`config.mk`:
```
export PLATFORM = sky130hd
export DESIGN_NAME = twp_port
export DESIGN_NICKNAME = d
export VERILOG_FILES = /design/src/inc/twp_pkg.sv /design/src/hdl/twp_sync.sv /design/src/hdl/twp_shreg.sv /design/src/hdl/twp_port.sv
export SDC_FILE = /design/constraint.sdc
export NUM_CORES = 1
export LEC_CHECK = 0
export BUFFER_PORTS_ARGS = -buffer_cell sky130_fd_sc_hd__buf_2
export CORE_MARGIN = 3
export CORE_UTILIZATION = 60
export CTS_CLUSTER_DIAMETER = 40
export DETAILED_ROUTE_END_ITERATION = 12
export PLACE_DENSITY = 0.83
export SYNTH_ARGS = -nofsm -noshare
export SYNTH_HDL_FRONTEND = slang
export SYNTH_SLANG_ARGS = --single-unit
```
`constraint.sdc`:
```
create_clock -name pclk -period 7.25 [get_ports pclk]
set_clock_uncertainty 0.2 [all_clocks]
set_input_delay 1.45 -clock pclk [delete_from_list [all_inputs] [get_ports pclk]]
set_output_delay 1.45 -clock pclk [all_outputs]
set_load 0.01 [all_outputs]
```
`src/inc/twp_pkg.sv`:
```
// package: register map, field positions and codes of the two-wire port
package twp_pkg;
  // ------------------------------------------------------------
  // register indices (printed offsets) and byte addresses
  // ------------------------------------------------------------
  localparam logic [7:0] IDX_FLG = 8'h0c;
  localparam logic [7:0] IDX_BUF = 8'h13;
  localparam logic [7:0] IDX_CTL = 8'h14;
  localparam logic [7:0] IDX_ADR = 8'h15;
  localparam logic [7:0] IDX_IEN = 8'h8c;
  localparam logic [7:0] IDX_STS = 8'h94;
  localparam logic [9:0] A_FLG   = {IDX_FLG, 2'b00};
  localparam logic [9:0] A_BUF   = {IDX_BUF, 2'b00};
  localparam logic [9:0] A_CTL   = {IDX_CTL, 2'b00};
  localparam logic [9:0] A_ADR   = {IDX_ADR, 2'b00};
  localparam logic [9:0] A_IEN   = {IDX_IEN, 2'b00};
  localparam logic [9:0] A_STS   = {IDX_STS, 2'b00};
  // ------------------------------------------------------------
  // reset values
  // ------------------------------------------------------------
  localparam logic [7:0] RST_FLG = 8'h00;
  localparam logic [7:0] RST_BUF = 8'h00;
  localparam logic [7:0] RST_CTL = 8'h00;
  localparam logic [7:0] RST_ADR = 8'h00;
  localparam logic [7:0] RST_IEN = 8'h00;
  localparam logic [7:0] RST_STS = 8'h00;
  // ------------------------------------------------------------
  // field positions
  // ------------------------------------------------------------
  localparam int CTL_WRITE_COLLISION_FLAG  = 7;
  localparam int CTL_OVF   = 6;
  localparam int CTL_EN    = 5;
  localparam int CTL_CKP   = 4;
  localparam int STS_DNA   = 5;
  localparam int STS_STOP  = 4;
  localparam int STS_START = 3;
  localparam int STS_RNW   = 2;
  localparam int STS_UA    = 1;
  localparam int STS_BF    = 0;
  localparam int FLG_PORT  = 3;
  // ------------------------------------------------------------
  // mode codes and protocol constants
  // ------------------------------------------------------------
  localparam logic [3:0] MODE_S7      = 4'h6;
  localparam logic [3:0] MODE_S10     = 4'h7;
  localparam logic [3:0] MODE_FW_MST  = 4'hb;
  localparam logic [3:0] MODE_S7_SP   = 4'he;
  localparam logic [3:0] MODE_S10_SP  = 4'hf;
  localparam logic [4:0] TEN_BIT_TAG  = 5'h1e;
  localparam logic [6:0] GEN_CALL     = 7'h00;
  localparam logic [3:0] BITS_PER_BYTE = 4'h8;

  typedef enum logic [2:0] {ST_IDLE, ST_RX, ST_ACK, ST_TX, ST_TXACK, ST_SKIP} twp_st_t;
  typedef enum logic [1:0] {AP_FIRST, AP_SECOND, AP_DATA} twp_aph_t;
endpackage

```
`src/hdl/twp_sync.sv`:
```
// module: two-flop synchroniser with edge detection for one bus line
`timescale 1ns/1ps
module twp_sync (
  input  wire logic pclk,
  input  wire logic presetn,
  input  wire logic din,
  output logic      lvl,
  output logic      rise,
  output logic      fall
);
  typedef struct packed {
    logic s1;
    logic s2;
    logic s3;
  } twp_sync_t;

  twp_sync_t q_ff;
  twp_sync_t nxt_q;

  // reset high: an idle bus rests high, so no false edge at release
  always_comb begin
    nxt_q.s1 = din;
    nxt_q.s2 = q_ff.s1;
    nxt_q.s3 = q_ff.s2;
  end

  always_ff @(posedge pclk or negedge presetn) begin
    if (!presetn) begin
      q_ff <= '1;
    end else begin
      q_ff <= nxt_q;
    end
  end

  assign lvl  = q_ff.s2;
  assign rise = q_ff.s2 & ~q_ff.s3;
  assign fall = ~q_ff.s2 & q_ff.s3;
endmodule // twp_sync

```
`src/hdl/twp_shreg.sv`:
```
// module: byte shift register, msb first, with parallel load
`timescale 1ns/1ps
module twp_shreg #(
  parameter int W = 8
) (
  input  wire logic         pclk,
  input  wire logic         presetn,
  input  wire logic         ld,
  input  wire logic [W-1:0] ld_val,
  input  wire logic         sh,
  input  wire logic         sh_bit,
  output logic [W-1:0]      q
);
  typedef struct packed {
    logic [W-1:0] sr;
  } twp_shreg_t;

  twp_shreg_t q_ff;
  twp_shreg_t nxt_q;

  // load wins over shift
  always_comb begin
    nxt_q = q_ff;
    if (ld) begin
      nxt_q.sr = ld_val;
    end else if (sh) begin
      nxt_q.sr = {q_ff.sr[W-2:0], sh_bit};
    end
  end

  always_ff @(posedge pclk or negedge presetn) begin
    if (!presetn) begin
      q_ff <= '0;
    end else begin
      q_ff <= nxt_q;
    end
  end

  assign q = q_ff.sr;
endmodule // twp_shreg

```
`src/hdl/twp_port.sv`:
```
// module: two-wire bus slave port with apb register file
//
// Summary of operation
// - idle bus: both lines released high
// - lines only pulled low or released
// - start: data falls while clock high
// - stop: data rises while clock high
// - transmitter changes data only clock low
// - direction bit sets transmitter and receiver roles
// - seven-bit address plus direction, one byte
// - ten-bit address: two bytes, tagged first
// - whole bytes, unlimited; receiver acknowledges each; port acks only with BF and overflow clear
// - withheld acknowledge leaves data high
// - master nack ends read; release data
// - slave holds clock low to delay
// - stretch always transmitting; receiving only clock_release_bit clear
// - repeated start follows acknowledge, keeps bus
// - full slave protocol, no general call
// - bit rate follows master clock
// - ack is data low, nack high
// - bits sampled on clock rising edge
// - ten-bit first byte: 11110, A9 A8, direction
`timescale 1ns/1ps
module twp_port (
  input  wire logic        pclk,
  input  wire logic        presetn,
  input  wire logic        psel,
  input  wire logic        penable,
  input  wire logic        pwrite,
  input  wire logic [9:0]  paddr,
  input  wire logic [31:0] pwdata,
  output logic [31:0]      prdata,
  output logic             pready,
  output logic             pslverr,
  input  wire logic        scl_i,
  output logic             scl_o,
  output logic             scl_oe,
  input  wire logic        sda_i,
  output logic             sda_o,
  output logic             sda_oe
);
  // ------------------------------------------------------------
  // state
  // ------------------------------------------------------------
  typedef struct packed {
    twp_pkg::twp_st_t  st;
    twp_pkg::twp_aph_t aph;
    logic [3:0]        cnt;
    logic [7:0]        rxtx;
    logic [7:0]        ctl;
    logic [7:0]        sts;
    logic [7:0]        flg;
    logic [7:0]        ien;
    logic [7:0]        sadr;
    logic              tx;
    logic              hi10;
    logic              mack;
    logic              sda_drv;
    logic              scl_hold;
    logic [7:0]        rdata;
    logic              serr;
  } twp_core_t;

  localparam twp_core_t CORE_RST = '{
    st:       twp_pkg::ST_IDLE,
    aph:      twp_pkg::AP_FIRST,
    cnt:      4'h0,
    rxtx:     twp_pkg::RST_BUF,
    ctl:      twp_pkg::RST_CTL,
    sts:      twp_pkg::RST_STS,
    flg:      twp_pkg::RST_FLG,
    ien:      twp_pkg::RST_IEN,
    sadr:     twp_pkg::RST_ADR,
    tx:       1'b0,
    hi10:     1'b0,
    mack:     1'b0,
    sda_drv:  1'b0,
    scl_hold: 1'b0,
    rdata:    8'h00,
    serr:     1'b0
  };

  twp_core_t   q_ff;
  twp_core_t   nxt_q;
  logic        scl_lvl;
  logic        scl_rise;
  logic        scl_fall;
  logic        sda_lvl;
  logic        sda_rise;
  logic        sda_fall;
  logic [7:0]  sr;
  logic        sh_en;
  logic        sh_ld;
  logic [7:0]  sh_val;
  logic        wr_acc;
  logic        rd_acc;
  logic        start_det;
  logic        stop_det;
  logic        slave_on;
  logic        i2c_on;
  logic        sp_irq;
  logic        ten;
  logic        addr_hit;
  logic        take;

  // ------------------------------------------------------------
  // line sampling and shift register
  // ------------------------------------------------------------
  // bus lines come from outside pclk, so both pass two flops first
  twp_sync u_scl_sync (
    .pclk    (pclk),
    .presetn (presetn),
    .din     (scl_i),
    .lvl     (scl_lvl),
    .rise    (scl_rise),
    .fall    (scl_fall)
  );

  twp_sync u_sda_sync (
    .pclk    (pclk),
    .presetn (presetn),
    .din     (sda_i),
    .lvl     (sda_lvl),
    .rise    (sda_rise),
    .fall    (sda_fall)
  );

  twp_shreg #(
    .W (8)
  ) u_shreg (
    .pclk    (pclk),
    .presetn (presetn),
    .ld      (sh_ld),
    .ld_val  (sh_val),
    .sh      (sh_en),
    .sh_bit  (sda_lvl),
    .q       (sr)
  );

  // ------------------------------------------------------------
  // decode helpers
  // ------------------------------------------------------------
  function automatic logic mapped(input logic [9:0] a);
    case (a)
      twp_pkg::A_FLG, twp_pkg::A_BUF, twp_pkg::A_CTL,
      twp_pkg::A_ADR, twp_pkg::A_IEN, twp_pkg::A_STS: mapped = 1'b1;
      default: mapped = 1'b0;
    endcase
  endfunction

  function automatic logic is_mode(input logic [3:0] m, input logic [3:0] c);
    is_mode = (m == c);
  endfunction

  // ------------------------------------------------------------
  // next state
  // ------------------------------------------------------------
  always_comb begin
    nxt_q    = q_ff;
    sh_en    = 1'b0;
    sh_ld    = 1'b0;
    sh_val   = 8'h00;
    addr_hit = 1'b0;
    take     = 1'b0;
    wr_acc   = psel & penable & pwrite & ~q_ff.serr;
    rd_acc   = psel & penable & ~pwrite & ~q_ff.serr;
    // start/stop while clock high; own data edges only happen clock low
    start_det = scl_lvl & sda_fall;
    stop_det  = scl_lvl & sda_rise;
    slave_on  = q_ff.ctl[twp_pkg::CTL_EN] &
                (is_mode(q_ff.ctl[3:0], twp_pkg::MODE_S7) | is_mode(q_ff.ctl[3:0], twp_pkg::MODE_S10) |
                 is_mode(q_ff.ctl[3:0], twp_pkg::MODE_S7_SP) | is_mode(q_ff.ctl[3:0], twp_pkg::MODE_S10_SP));
    i2c_on    = slave_on | (q_ff.ctl[twp_pkg::CTL_EN] & is_mode(q_ff.ctl[3:0], twp_pkg::MODE_FW_MST));
    sp_irq    = is_mode(q_ff.ctl[3:0], twp_pkg::MODE_S7_SP) | is_mode(q_ff.ctl[3:0], twp_pkg::MODE_S10_SP) |
                is_mode(q_ff.ctl[3:0], twp_pkg::MODE_FW_MST);
    ten       = is_mode(q_ff.ctl[3:0], twp_pkg::MODE_S10) | is_mode(q_ff.ctl[3:0], twp_pkg::MODE_S10_SP);

    // apb setup phase: capture read data so prdata comes from a flop
    if (psel && !penable) begin
      nxt_q.serr = ~mapped(paddr);
      case (paddr)
        twp_pkg::A_FLG: nxt_q.rdata = q_ff.flg;
        twp_pkg::A_BUF: nxt_q.rdata = q_ff.rxtx;
        twp_pkg::A_CTL: nxt_q.rdata = q_ff.ctl;
        twp_pkg::A_ADR: nxt_q.rdata = q_ff.sadr;
        twp_pkg::A_IEN: nxt_q.rdata = q_ff.ien;
        twp_pkg::A_STS: nxt_q.rdata = q_ff.sts;
        default:        nxt_q.rdata = 8'h00;
      endcase
    end

    // software writes first, so hardware sets below win
    if (wr_acc) begin
      case (paddr)
        twp_pkg::A_FLG: nxt_q.flg = pwdata[7:0];
        twp_pkg::A_IEN: nxt_q.ien = pwdata[7:0];
        twp_pkg::A_CTL: nxt_q.ctl = pwdata[7:0];
        twp_pkg::A_STS: nxt_q.sts[7:6] = pwdata[7:6];
        twp_pkg::A_ADR: begin
          nxt_q.sadr = pwdata[7:0];
          nxt_q.sts[twp_pkg::STS_UA] = 1'b0;
        end
        twp_pkg::A_BUF: begin
          if (q_ff.st == twp_pkg::ST_TX && q_ff.scl_hold && q_ff.cnt == 4'h0) begin
            sh_ld         = 1'b1;
            sh_val        = pwdata[7:0];
            nxt_q.rxtx    = pwdata[7:0];
            nxt_q.sda_drv = ~pwdata[7];
          end else if (q_ff.st == twp_pkg::ST_TX || q_ff.st == twp_pkg::ST_TXACK) begin
            // shifting in progress: write is dropped
            nxt_q.ctl[twp_pkg::CTL_WRITE_COLLISION_FLAG] = 1'b1;
          end else begin
            nxt_q.rxtx = pwdata[7:0];
          end
        end
        default: ;
      endcase
    end
    if (rd_acc && paddr == twp_pkg::A_BUF) begin
      nxt_q.sts[twp_pkg::STS_BF] = 1'b0;
    end

    // start and stop reported in every two-wire mode
    if (i2c_on && start_det) begin
      nxt_q.sts[twp_pkg::STS_START] = 1'b1;
      nxt_q.sts[twp_pkg::STS_STOP]  = 1'b0;
      if (sp_irq) begin
        nxt_q.flg[twp_pkg::FLG_PORT] = 1'b1;
      end
    end
    if (i2c_on && stop_det) begin
      nxt_q.sts[twp_pkg::STS_STOP]  = 1'b1;
      nxt_q.sts[twp_pkg::STS_START] = 1'b0;
      if (sp_irq) begin
        nxt_q.flg[twp_pkg::FLG_PORT] = 1'b1;
      end
    end

    if (!slave_on) begin
      // port off or not a slave mode: lines released
      nxt_q.st       = twp_pkg::ST_IDLE;
      nxt_q.sda_drv  = 1'b0;
      nxt_q.scl_hold = 1'b0;
      nxt_q.hi10     = 1'b0;
    end else if (stop_det) begin
      // a stop anywhere, even in the acknowledge pulse, ends the transfer
      nxt_q.st       = twp_pkg::ST_IDLE;
      nxt_q.sda_drv  = 1'b0;
      nxt_q.scl_hold = 1'b0;
      nxt_q.hi10     = 1'b0;
    end else if (start_det) begin
      // repeated start keeps hi10 so a ten-bit read can follow
      nxt_q.st      = twp_pkg::ST_RX;
      nxt_q.aph     = twp_pkg::AP_FIRST;
      nxt_q.cnt     = 4'h0;
      nxt_q.tx      = 1'b0;
      nxt_q.sda_drv = 1'b0;
    end else begin
      case (q_ff.st)
        twp_pkg::ST_RX: begin
          if (scl_rise) begin
            sh_en     = 1'b1;
            nxt_q.cnt = q_ff.cnt + 4'h1;
          end else if (scl_fall && q_ff.cnt == twp_pkg::BITS_PER_BYTE) begin
            nxt_q.cnt = 4'h0;
            nxt_q.st  = twp_pkg::ST_ACK;
            case (q_ff.aph)
              twp_pkg::AP_FIRST: begin
                // general call never matches; ten-bit read needs earlier match
                addr_hit = sr[7:1] == q_ff.sadr[7:1] && sr[7:1] != twp_pkg::GEN_CALL &&
                           (!ten || (sr[7:3] == twp_pkg::TEN_BIT_TAG && (!sr[0] || q_ff.hi10)));
              end
              twp_pkg::AP_SECOND: addr_hit = sr == q_ff.sadr;
              default:            addr_hit = 1'b1;
            endcase
            take = addr_hit & ~q_ff.sts[twp_pkg::STS_BF] & ~q_ff.ctl[twp_pkg::CTL_OVF];
            if (!addr_hit) begin
              nxt_q.st = twp_pkg::ST_SKIP;
            end else begin
              nxt_q.flg[twp_pkg::FLG_PORT] = 1'b1;
              nxt_q.sts[twp_pkg::STS_DNA]  = q_ff.aph == twp_pkg::AP_DATA;
              if (q_ff.aph == twp_pkg::AP_FIRST) begin
                nxt_q.sts[twp_pkg::STS_RNW] = sr[0];
                nxt_q.tx  = sr[0] & take;
                nxt_q.aph = (ten && !sr[0]) ? twp_pkg::AP_SECOND : twp_pkg::AP_DATA;
                if (ten && !sr[0]) begin
                  nxt_q.sts[twp_pkg::STS_UA] = 1'b1;
                end
              end else if (q_ff.aph == twp_pkg::AP_SECOND) begin
                nxt_q.hi10 = 1'b1;
                nxt_q.aph  = twp_pkg::AP_DATA;
                nxt_q.sts[twp_pkg::STS_UA] = 1'b1;
              end
              if (take) begin
                nxt_q.rxtx    = sr;
                nxt_q.sts[twp_pkg::STS_BF] = 1'b1;
                nxt_q.sda_drv = 1'b1;
              end else if (q_ff.sts[twp_pkg::STS_BF]) begin
                // byte lost, no acknowledge: data stays high
                nxt_q.ctl[twp_pkg::CTL_OVF] = 1'b1;
              end
            end
          end
        end
        twp_pkg::ST_ACK: begin
          if (scl_fall) begin
            // end of ninth pulse: release data, maybe stretch
            nxt_q.sda_drv = 1'b0;
            nxt_q.cnt     = 4'h0;
            if (q_ff.tx) begin
              nxt_q.st       = twp_pkg::ST_TX;
              nxt_q.scl_hold = 1'b1;
              nxt_q.ctl[twp_pkg::CTL_CKP] = 1'b0;
            end else begin
              nxt_q.st = twp_pkg::ST_RX;
              if (!q_ff.ctl[twp_pkg::CTL_CKP]) begin
                nxt_q.scl_hold = 1'b1;
              end
            end
          end
        end
        twp_pkg::ST_TX: begin
          if (scl_rise) begin
            nxt_q.cnt = q_ff.cnt + 4'h1;
          end else if (scl_fall) begin
            if (q_ff.cnt == twp_pkg::BITS_PER_BYTE) begin
              nxt_q.sda_drv = 1'b0;
              nxt_q.st      = twp_pkg::ST_TXACK;
            end else begin
              sh_en         = 1'b1;
              nxt_q.sda_drv = ~sr[6];
            end
          end
        end
        twp_pkg::ST_TXACK: begin
          if (scl_rise) begin
            nxt_q.mack = ~sda_lvl;
          end else if (scl_fall) begin
            nxt_q.cnt = 4'h0;
            if (q_ff.mack) begin
              nxt_q.st       = twp_pkg::ST_TX;
              nxt_q.scl_hold = 1'b1;
              nxt_q.ctl[twp_pkg::CTL_CKP]  = 1'b0;
              nxt_q.flg[twp_pkg::FLG_PORT] = 1'b1;
            end else begin
              // last byte read: leave the bus to the master's stop
              nxt_q.st = twp_pkg::ST_SKIP;
            end
          end
        end
        twp_pkg::ST_SKIP: nxt_q.sda_drv = 1'b0;
        default:          nxt_q.st = twp_pkg::ST_IDLE;
      endcase
    end

    // software sets clock_release_bit to let the master go on
    if (nxt_q.ctl[twp_pkg::CTL_CKP]) begin
      nxt_q.scl_hold = 1'b0;
    end
  end

  always_ff @(posedge pclk or negedge presetn) begin
    if (!presetn) begin
      q_ff <= CORE_RST;
    end else begin
      q_ff <= nxt_q;
    end
  end

  // ------------------------------------------------------------
  // outputs
  // ------------------------------------------------------------
  // zero-wait slave; bit rate is whatever the master clocks
  assign pready  = psel & penable;
  assign pslverr = psel & penable & q_ff.serr;
  assign prdata  = {24'h000000, q_ff.rdata};
  // open drain: only ever pull low or let go
  assign scl_o   = 1'b0;
  assign sda_o   = 1'b0;
  assign scl_oe  = q_ff.scl_hold;
  assign sda_oe  = q_ff.sda_drv;
endmodule // twp_port

```
==> insert_results.sql, run 1 <==
INSERT INTO impl_metrics (metric_group, metric, value, unit) VALUES
('yosys', 'postSynthCellCount', '470', ''),
('power_and_ir_drop', 'cellLeakagePower', '2.454', 'nW'),
('worst_setup_path', 'required', '7.34', 'ns'),
('final_layout', 'regArea', '2135', 'µm²'),
('timing', 'post-route-worst-setup-slack', '3.541', 'ns'),
('timing', 'max_slew.worst_pin.slew', '1.149', 'ns'),
('place', 'final_weighted_congestion_of_routability_driven_global_placement', '0.8920', ''),
('cts', 'clkSinkCount', '85', ''),
('yosys', 'synth_area_leader_cell', 'sky130_fd_sc_hd__dfrtp_1', ''),
('cts', 'clock_tree.root_cell', 'sky130_fd_sc_hd__clkbuf_8', ''),
('final_layout', 'multi_input_area', '2524', 'µm²'),
('power_and_ir_drop', 'cellInternalPower', '671.9', 'µW'),
('yosys', 'synth_async_sr_flop_share', '100.0', '%'),
('yosys', 'synth_top_area_share', '39.97', '%'),
('yosys', 'syn-cell-area', '4946', 'µm²'),
('power_and_ir_drop', 'power_frac_clock', '39.4', '%'),
('run_status', 'outcome', 'finished clean', ''),
('die', 'die_area', '9368', 'µm²'),
('detailed_routing', 'initialDrtViolationCount', '344', ''),
('final_layout', 'insertedDiodeCount', '0', ''),
('cts', 'cts_setup_buffers', '0', ''),
('yosys', 'ys_warn_count', '0', ''),
('cts', 'number_of_buffers_added_to_fix_hold_violations_after_cts', '0', ''),
('worst_setup_path', 'critical_path.max_stage_delay', '0.94', 'ns'),
('die', 'design.core.area', '7848', 'µm²'),
('yosys', 'synthesis.area_per_instance', '10.52', 'µm²'),
('detailed_routing', 'final_antenna_net_count', '0', ''),
('yosys', 'ys_types', '65', ''),
('power_and_ir_drop', 'power.switching_fraction', '25.69', '%'),
('final_layout', 'layout-area-overhead-vs-synth', '5.641', '%'),
('detailed_routing', 'drtPass1Iterations', '5', ''),
('grt', 'grt_overflow_total', '0', ''),
('die', 'initial_core_util', '63.03', '%'),
('final_layout', 'num-nets-final', '543', ''),
('detailed_routing', 'finalWirelength', '11890', 'µm'),
('final_layout', 'num-fill-cells', '610', ''),
('die', 'dieWidth', '96.79', 'µm'),
('grt', 'via_count_of_the_first_global_routing_pass', '3727', ''),
('timing', 'rsz0062_at_grt', 'no', ''),
('worst_setup_path', 'list_of_cells_traversed_by_the_critical_path', 'buf_2, or4b_4, nor3_1, a221oi_1, o21ai_0', ''),
('place', 'detailedPlace.worstSlack', '3.286', 'ns'),
('run', 'maxCapViolCount', '0', ''),
('timing', 'period_needed', '3.709', 'ns'),
('cts', 'numCtsBuffers', '9', ''),
('worst_setup_path', 'crit_type', 'in2reg', ''),
('grt', 'antenna_violations_before_repair', '0', ''),
('timing', 'accumulated_negative_setup_slack', '0', 'ns'),
('timing', 'max_slew_headroom', '22.80', '%'),
('worst_setup_path', 'crit_path_max_fanout', '17', ''),
('grt', 'global_route_wire_length_before_repair', '19490', 'µm'),
('die', 'floorplan.die.height', '96.79', 'µm'),
('detailed_routing', 'route.detailed.wl_per_inst', '19.85', 'µm'),
('grt', 'largest_net_degree_at_the_start_of_global_routing', '86', ''),
('detailed_routing', 'drt-vias-per-instance', '6.389', ''),
('timing', 'hold_violations', '0', ''),
('cts', 'cts_buffer_depth', '2', ''),
('worst_setup_path', 'critical_path_data_arrival_time', '3.80', 'ns'),
('power_and_ir_drop', 'power_frac_seq', '54.0', '%'),
('final_layout', 'final_layout_size_suffix_gt1_share', '24.95', '%'),
('worst_hold_path', 'worstHoldPathType', 'reg2reg', ''),
('yosys', 'synth_sequential_area_ratio', '43.16', '%'),
('power_and_ir_drop', 'p_sw', '232.3', 'µW'),
('yosys', 'synth_area_leaders', 'sky130_fd_sc_hd__dfrtp_1 40%, sky130_fd_sc_hd__mux2_2 9.6%, sky130_fd_sc_hd__buf_4 5.3%', ''),
('worst_setup_path', 'worst_path_max_delay_cell', 'sky130_fd_sc_hd__nor3_1', ''),
('timing', 'final-max-slew-violation-count', '0', ''),
('timing', 'max_freq', '269.6', 'MHz'),
('cts', 'cts_tree', 'yes', ''),
('yosys', 'synth_enable_flop_cells', '0', ''),
('place', 'place_hpwl', '8515', 'µm'),
('worst_setup_path', 'r2r_slack', '4.19', 'ns'),
('cts', 'cts.repair.resized', '0', '');
[critical path: cells and delay by family]
kind / cells / cell delay (ns)
compound gates: 2 / 0.54
buf+inv: 1 / 0.25
simple gates: 2 / 1.54
[cell usage in the layout, fill, tap and decap left out, drive strengths merged, types with 4 or more instances in the layout]
cell type / instances
a21oi: 26
a221oi: 8
a22o: 7
a22oi: 5
a31oi: 8
and3: 6
buf: 37
clkbuf: 10
conb: 26
dfrtp: 79
dfstp: 6
inv: 13
mux2: 50
mux2i: 19
nand2: 24
nand2b: 11
nand3: 13
nand3b: 4
nand4: 6
nor2: 30
nor2b: 11
nor3: 16
o21ai: 9
o22ai: 7
or3: 5
or3b: 4
xnor2: 7
[cells by family (layout without fill, tap and decap cells)]
group                      Yosys count  after routing  share of synthesized area (%)
and+or+nand+nor                    147            147                          17.48
AOI/OAI and AO/OA                   95             95                          13.64
DFF                                 85             85                          43.16
muxes                               69             69                          15.84
buffers and inverters               62             64                          7.716
xor gates and xnor gates             9              9                          1.594
adders and majority gates            2              2                         0.5059
other                                1             26                        0.07582
[routing by layer]
layer | global-route usage [%] | up-vias | routed length (µm)
li1 | - | 1725 | -
met1 | 36.39 | 1888 | 4995
met2 | 39.07 | 189 | 5582
met3 | 5.768 | 25 | 1097
met4 | 9.611 | 0 | 218
met5 | 0 | - | 0
[Yosys cell counts, drive strengths merged, types with 4 or more instances]
| master | instances |
|---|---|
| dfrtp | 79 |
| mux2 | 50 |
| buf | 41 |
| nor2 | 30 |
| a21oi | 26 |
| nand2 | 24 |
| mux2i | 19 |
| nor3 | 16 |
| nand3 | 13 |
| inv | 11 |
| nand2b | 11 |
| nor2b | 11 |
| clkbuf | 10 |
| o21ai | 9 |
| a221oi | 8 |
| a31oi | 8 |
| a22o | 7 |
| o22ai | 7 |
| xnor2 | 7 |
| and3 | 6 |
| dfstp | 6 |
| nand4 | 6 |
| a22oi | 5 |
| or3 | 5 |
| nand3b | 4 |
| or3b | 4 |
[sequential cells by signal, summed over array words and instances, names as in the netlist]
signal and flops:
q_ff 61, prdata 8, u_shreg.q 8, scl_oe 1, sda_oe 1, u_scl_sync.lvl 1, u_scl_sync.nxt_q 1, u_scl_sync.q_ff 1
u_sda_sync.lvl 1, u_sda_sync.nxt_q 1, u_sda_sync.q_ff 1
[area by class of cell]
class,count,share of cell area (%)
Clock buffer,10,2.634
Clock inverter,6,1.341
Inverter,11,0.7902
Multi-Input combinational cell,348,48.30
Sequential cell,85,40.85
Tap cell,102,2.443
Timing Repair Buffer,37,3.640
[metrics by stage]
stage | hold WS (ns) | utilization, % | cell area (µm²) | instances
after CTS | 0.1603 | 66.58 | 5225 | 599
final | 0.1587 | 66.58 | 5225 | 599
after global placement | 0.1463 | 63.93 | 5017 | 583
after floorplan | 0.1452 | - | 5040 | 495
after global routing | 0.1652 | 66.58 | 5225 | 599
after detailed placement | 0.1475 | 63.93 | 5017 | 583
[power groups by stage]
stage          clock network (mW)  logic (mW)  registers [mW]
3_5_place_dp                    0      0.0597           0.497
6_report                    0.356      0.0604           0.488
2_1_floorplan                   0      0.0459           0.495
5_1_grt                     0.378      0.0664           0.489
4_1_cts                     0.359      0.0600           0.488
3_3_place_gp                    0      0.0582           0.497
[worst paths after layout]
kind	cells after the start	endpoint	start
worst max-delay path	5	prdata[5]	paddr[9]
worst min-delay path	0	u_sda_sync.lvl	u_sda_sync.nxt_q[1]
max in group asynchronous	1	q_ff[66]	presetn
min in group asynchronous	1	q_ff[68]	presetn
worst min register to register	0	u_sda_sync.lvl	u_sda_sync.nxt_q[1]
worst max register to register	7	q_ff[54]	q_ff[62]
(Power assumes the default switching activity.)
==> inputs of run 2 (changes only) <==
--- a/config.mk
+++ b/config.mk
@@ -7,10 +7,10 @@
 export LEC_CHECK = 0
 export BUFFER_PORTS_ARGS = -buffer_cell sky130_fd_sc_hd__buf_2
 export CORE_MARGIN = 3
-export CORE_UTILIZATION = 60
+export CORE_UTILIZATION = 51
 export CTS_CLUSTER_DIAMETER = 40
 export DETAILED_ROUTE_END_ITERATION = 12
-export PLACE_DENSITY = 0.83
+export PLACE_DENSITY = 0.75
 export SYNTH_ARGS = -nofsm -noshare
 export SYNTH_HDL_FRONTEND = slang
 export SYNTH_SLANG_ARGS = --single-unit
==> constraint.sdc (replaced) <==
create_clock -name pclk -period 3.2 [get_ports pclk]
set_clock_uncertainty 0.2 [all_clocks]
set_input_delay 0.64 -clock pclk [delete_from_list [all_inputs] [get_ports pclk]]
set_output_delay 0.64 -clock pclk [all_outputs]
set_load 0.01 [all_outputs]
==> run 2 against run 1 <==
Die area is 17% higher. Design area is 2.8% higher. Worst hold slack worse by 0.13 ns. Clock-buffer cell count stayed put. Utilization is 9.0 points lower. Flip-flop and latch count stayed put. Critical endpoint is now q_ff[61]. Largest cell class unchanged. Largest power group unchanged.
==> insert_results.sql, run 2 (synthesis results as in run 1) <==
INSERT INTO impl_metrics (metric_group, metric, value, unit) VALUES
('detailed_routing', 'drt-vias-per-instance', '5.920', ''),
('final_layout', 'insertedDiodeCount', '0', ''),
('final_layout', 'layout.cells.most_common', 'sky130_fd_sc_hd__dfrtp_1', ''),
('grt', 'via_count_of_the_first_global_routing_pass', '3610', ''),
('timing', 'rsz0062_at_grt', 'no', ''),
('worst_setup_path', 'worst-path-stages', '7', ''),
('detailed_routing', 'vias', '3783', ''),
('worst_setup_path', 'crit_path_max_fanout', '10', ''),
('place', 'final_weighted_congestion_of_routability_driven_global_placement', '0.8814', ''),
('die', 'die_area', '10920', 'µm²'),
('power_and_ir_drop', 'cellLeakagePower', '2.512', 'nW'),
('worst_hold_path', 'worstHoldPathType', 'in2async', ''),
('detailed_routing', 'met2WireLength', '5681', 'µm'),
('place', 'dpl_cell_area', '5174', 'µm²'),
('cts', 'cts_setup_buffers', '0', ''),
('detailed_routing', 'topRoutingLayerUsed', 'met4', ''),
('die', 'initial_core_util', '53.02', '%'),
('cts', 'cts_buffer_depth', '2', ''),
('power_and_ir_drop', 'cellInternalPower', '1.506', 'mW'),
('timing', 'hold_violations', '0', ''),
('detailed_routing', 'final_antenna_net_count', '0', ''),
('final_layout', 'layout-area-overhead-vs-synth', '8.626', '%'),
('timing', 'final-max-slew-violation-count', '0', ''),
('worst_setup_path', 'startpoint_type', 'flop', ''),
('cts', 'clk_pin_slew_worst_paths', '0.09', 'ns'),
('run', 'maxCapViolCount', '0', ''),
('final_layout', 'final_layout_size_suffix_gt1_share', '26.67', '%'),
('grt', 'global_route.usage.total', '22.27', '%'),
('final_layout', 'layoutNonFillerInstCount', '639', ''),
('grt', 'grt_overflow_total', '0', ''),
('timing', 'max_freq', '357.4', 'MHz'),
('worst_setup_path', 'critical_path.max_stage_delay', '0.55', 'ns'),
('timing', 'period_needed', '2.798', 'ns'),
('grt', 'global_route_wire_length_before_repair', '19160', 'µm'),
('cts', 'htreeDepth', '3', ''),
('grt', 'antenna_violations_before_repair', '0', ''),
('cts', 'cts.repair.resized', '0', ''),
('final_layout', 'top_register', 'q_ff', ''),
('worst_setup_path', 'required', '3.25', 'ns'),
('detailed_routing', 'met3_length', '851', 'µm'),
('place', 'buffer_ports.inserted', '36', ''),
('detailed_routing', 'wl_met1', '5346', 'µm'),
('final_layout', 'most-common-layout-cells', '79 x sky130_fd_sc_hd__dfrtp_1, 42 x sky130_fd_sc_hd__mux2_2, 35 x sky130_fd_sc_hd__buf_2', ''),
('die', 'floorplan.die.height', '104.5', 'µm'),
('worst_setup_path', 'worst_path_max_delay_cell', 'sky130_fd_sc_hd__or4_4', ''),
('cts', 'cts_tree', 'yes', ''),
('run_status', 'outcome', 'finished clean', ''),
('detailed_routing', 'finalWirelength', '12080', 'µm'),
('timing', 'post-route-worst-setup-slack', '0.4023', 'ns'),
('timing', 'max_slew_headroom', '47.92', '%'),
('die', 'io-pin-count', '87', ''),
('worst_setup_path', 'critPathCaptureType', 'flop', ''),
('power_and_ir_drop', 'power_frac_seq', '54.6', '%'),
('final_layout', 'final_area', '5373', 'µm²'),
('timing', 'accumulated_negative_setup_slack', '0', 'ns'),
('final_layout', 'largest_register_ffs', '61', ''),
('worst_setup_path', 'list_of_cells_traversed_by_the_critical_path', 'inv_1, ha_1, nand3b_1, or4_4, a211oi_4, nand4_4, mux2_2', ''),
('place', 'place_hpwl', '8860', 'µm'),
('worst_setup_path', 'rr_startpoint', 'q_ff[62]', ''),
('die', 'design.core.area', '9328', 'µm²'),
('detailed_routing', 'drtPass1Iterations', '5', ''),
('timing', 'setup_viol', '0', ''),
('worst_setup_path', 'critical_path_data_arrival_time', '2.84', 'ns'),
('detailed_routing', 'drc', '0', ''),
('power_and_ir_drop', 'power.share.combinational', '7.1', '%'),
('detailed_routing', 'initialDrtViolationCount', '388', ''),
('timing', 'final.period_utilization', '87.43', '%'),
('cts', 'numCtsBuffers', '9', ''),
('timing', 'max_slew.worst_pin.slew', '0.7796', 'ns'),
('power_and_ir_drop', 'p_sw', '519.0', 'µW'),
('worst_setup_path', 'worstRegToRegCells', '7', ''),
('worst_setup_path', 'crit_type', 'reg2reg', ''),
('power_and_ir_drop', 'power.switching_fraction', '25.63', '%'),
('worst_setup_path', 'worst_setup_startpoint', 'q_ff[62]', ''),
('detailed_routing', 'route.detailed.wl_per_inst', '18.91', 'µm'),
('final_layout', 'num-nets-final', '556', ''),
('worst_setup_path', 'critPathBufInv', '1', ''),
('cts', 'clkSinkCount', '85', ''),
('cts', 'number_of_buffers_added_to_fix_hold_violations_after_cts', '0', ''),
('place', 'placedCellCount', '623', ''),
('die', 'dieWidth', '104.5', 'µm'),
('cts', 'clkLatencyLatePin', '0.36', 'ns'),
('final_layout', 'num-fill-cells', '806', ''),
('place', 'detailedPlace.worstSlack', '0.3068', 'ns'),
('power_and_ir_drop', 'power_per_cell_area', '376.9', 'nW/µm²'),
('die', 'std_cell_rows', '35', ''),
('power_and_ir_drop', 'power_frac_clock', '38.3', '%'),
('grt', 'largest_net_degree_at_the_start_of_global_routing', '51', ''),
('worst_setup_path', 'worst_path_dominant_cell_family', 'simple AND/OR/NAND/NOR gates', ''),
('power_and_ir_drop', 'ir_drop', '254.1', 'µV'),
('power_and_ir_drop', 'fin_total_pwr', '2.025', 'mW'),
('cts', 'clock_tree.root_cell', 'sky130_fd_sc_hd__clkbuf_8', '');
## run 2: changes by cell type in the layout (fill, tap and decap cells not counted)
cell	previous run	this run
sky130_fd_sc_hd__buf_4	2	13
sky130_fd_sc_hd__buf_12	0	2
sky130_fd_sc_hd__clkinvlp_4	0	2
sky130_fd_sc_hd__clkbuf_1	0	1
sky130_fd_sc_hd__clkbuf_8	10	9
sky130_fd_sc_hd__clkinv_2	1	0
sky130_fd_sc_hd__clkinv_4	2	1
## run 2: final timing paths
path | end | slack, ns
max | q_ff[61] | 0.40
min | q_ff[69] | 0.03
max reg2reg | q_ff[61] | 0.40
min reg2reg | u_scl_sync.lvl | 0.15
max in group asynchronous | q_ff[44] | 2.14
min in group pclk | u_scl_sync.lvl | 0.15
## run 2: power groups by stage
stage	logic (mW)	registers, mW	clock network [mW]
2_1_floorplan	0.104	1.12	0
6_report	0.143	1.11	0.776
3_5_place_dp	0.142	1.13	0
4_1_cts	0.143	1.11	0.791
5_1_grt	0.157	1.11	0.828
3_3_place_gp	0.140	1.13	0
## run 2: cell type report
cell class	instances	area, µm²	area share [%]
timing repair buffer	50	312.8	5.822
sequential	85	2135	39.73
inverter	11	41.29	0.7685
multi-input combinational	348	2524	46.97
tap	129	161.4	3.004
clock buffer	10	127.6	2.375
clock inverter	6	71.32	1.327
## run 2: worst register-to-register path, delay by kind of cell, from the launching register on
kind,cells,cell delay [ns]
buf+inv,1,0.10
simple gates,3,1.00
flops,1,0.41
compound gates,1,0.42
fa+ha+maj,1,0.19
mux,1,0.36
## run 2: stage by stage
| step | hold slack, ns | util (%) |
|---|---|---|
| after floorplan | 0.1444 | - |
| after global placement | 0.1453 | 55.47 |
| after detailed placement | 0.1468 | 55.47 |
| after CTS | 0.03979 | 57.60 |
| after global routing | 0.06102 | 57.60 |
| final | 0.02667 | 57.60 |
## run 2: per-layer routing
metal,up-vias,track usage [%]
li1,1743,-
met1,1851,31.30
met2,170,35.84
met3,19,3.414
met4,0,6.363
met5,-,0
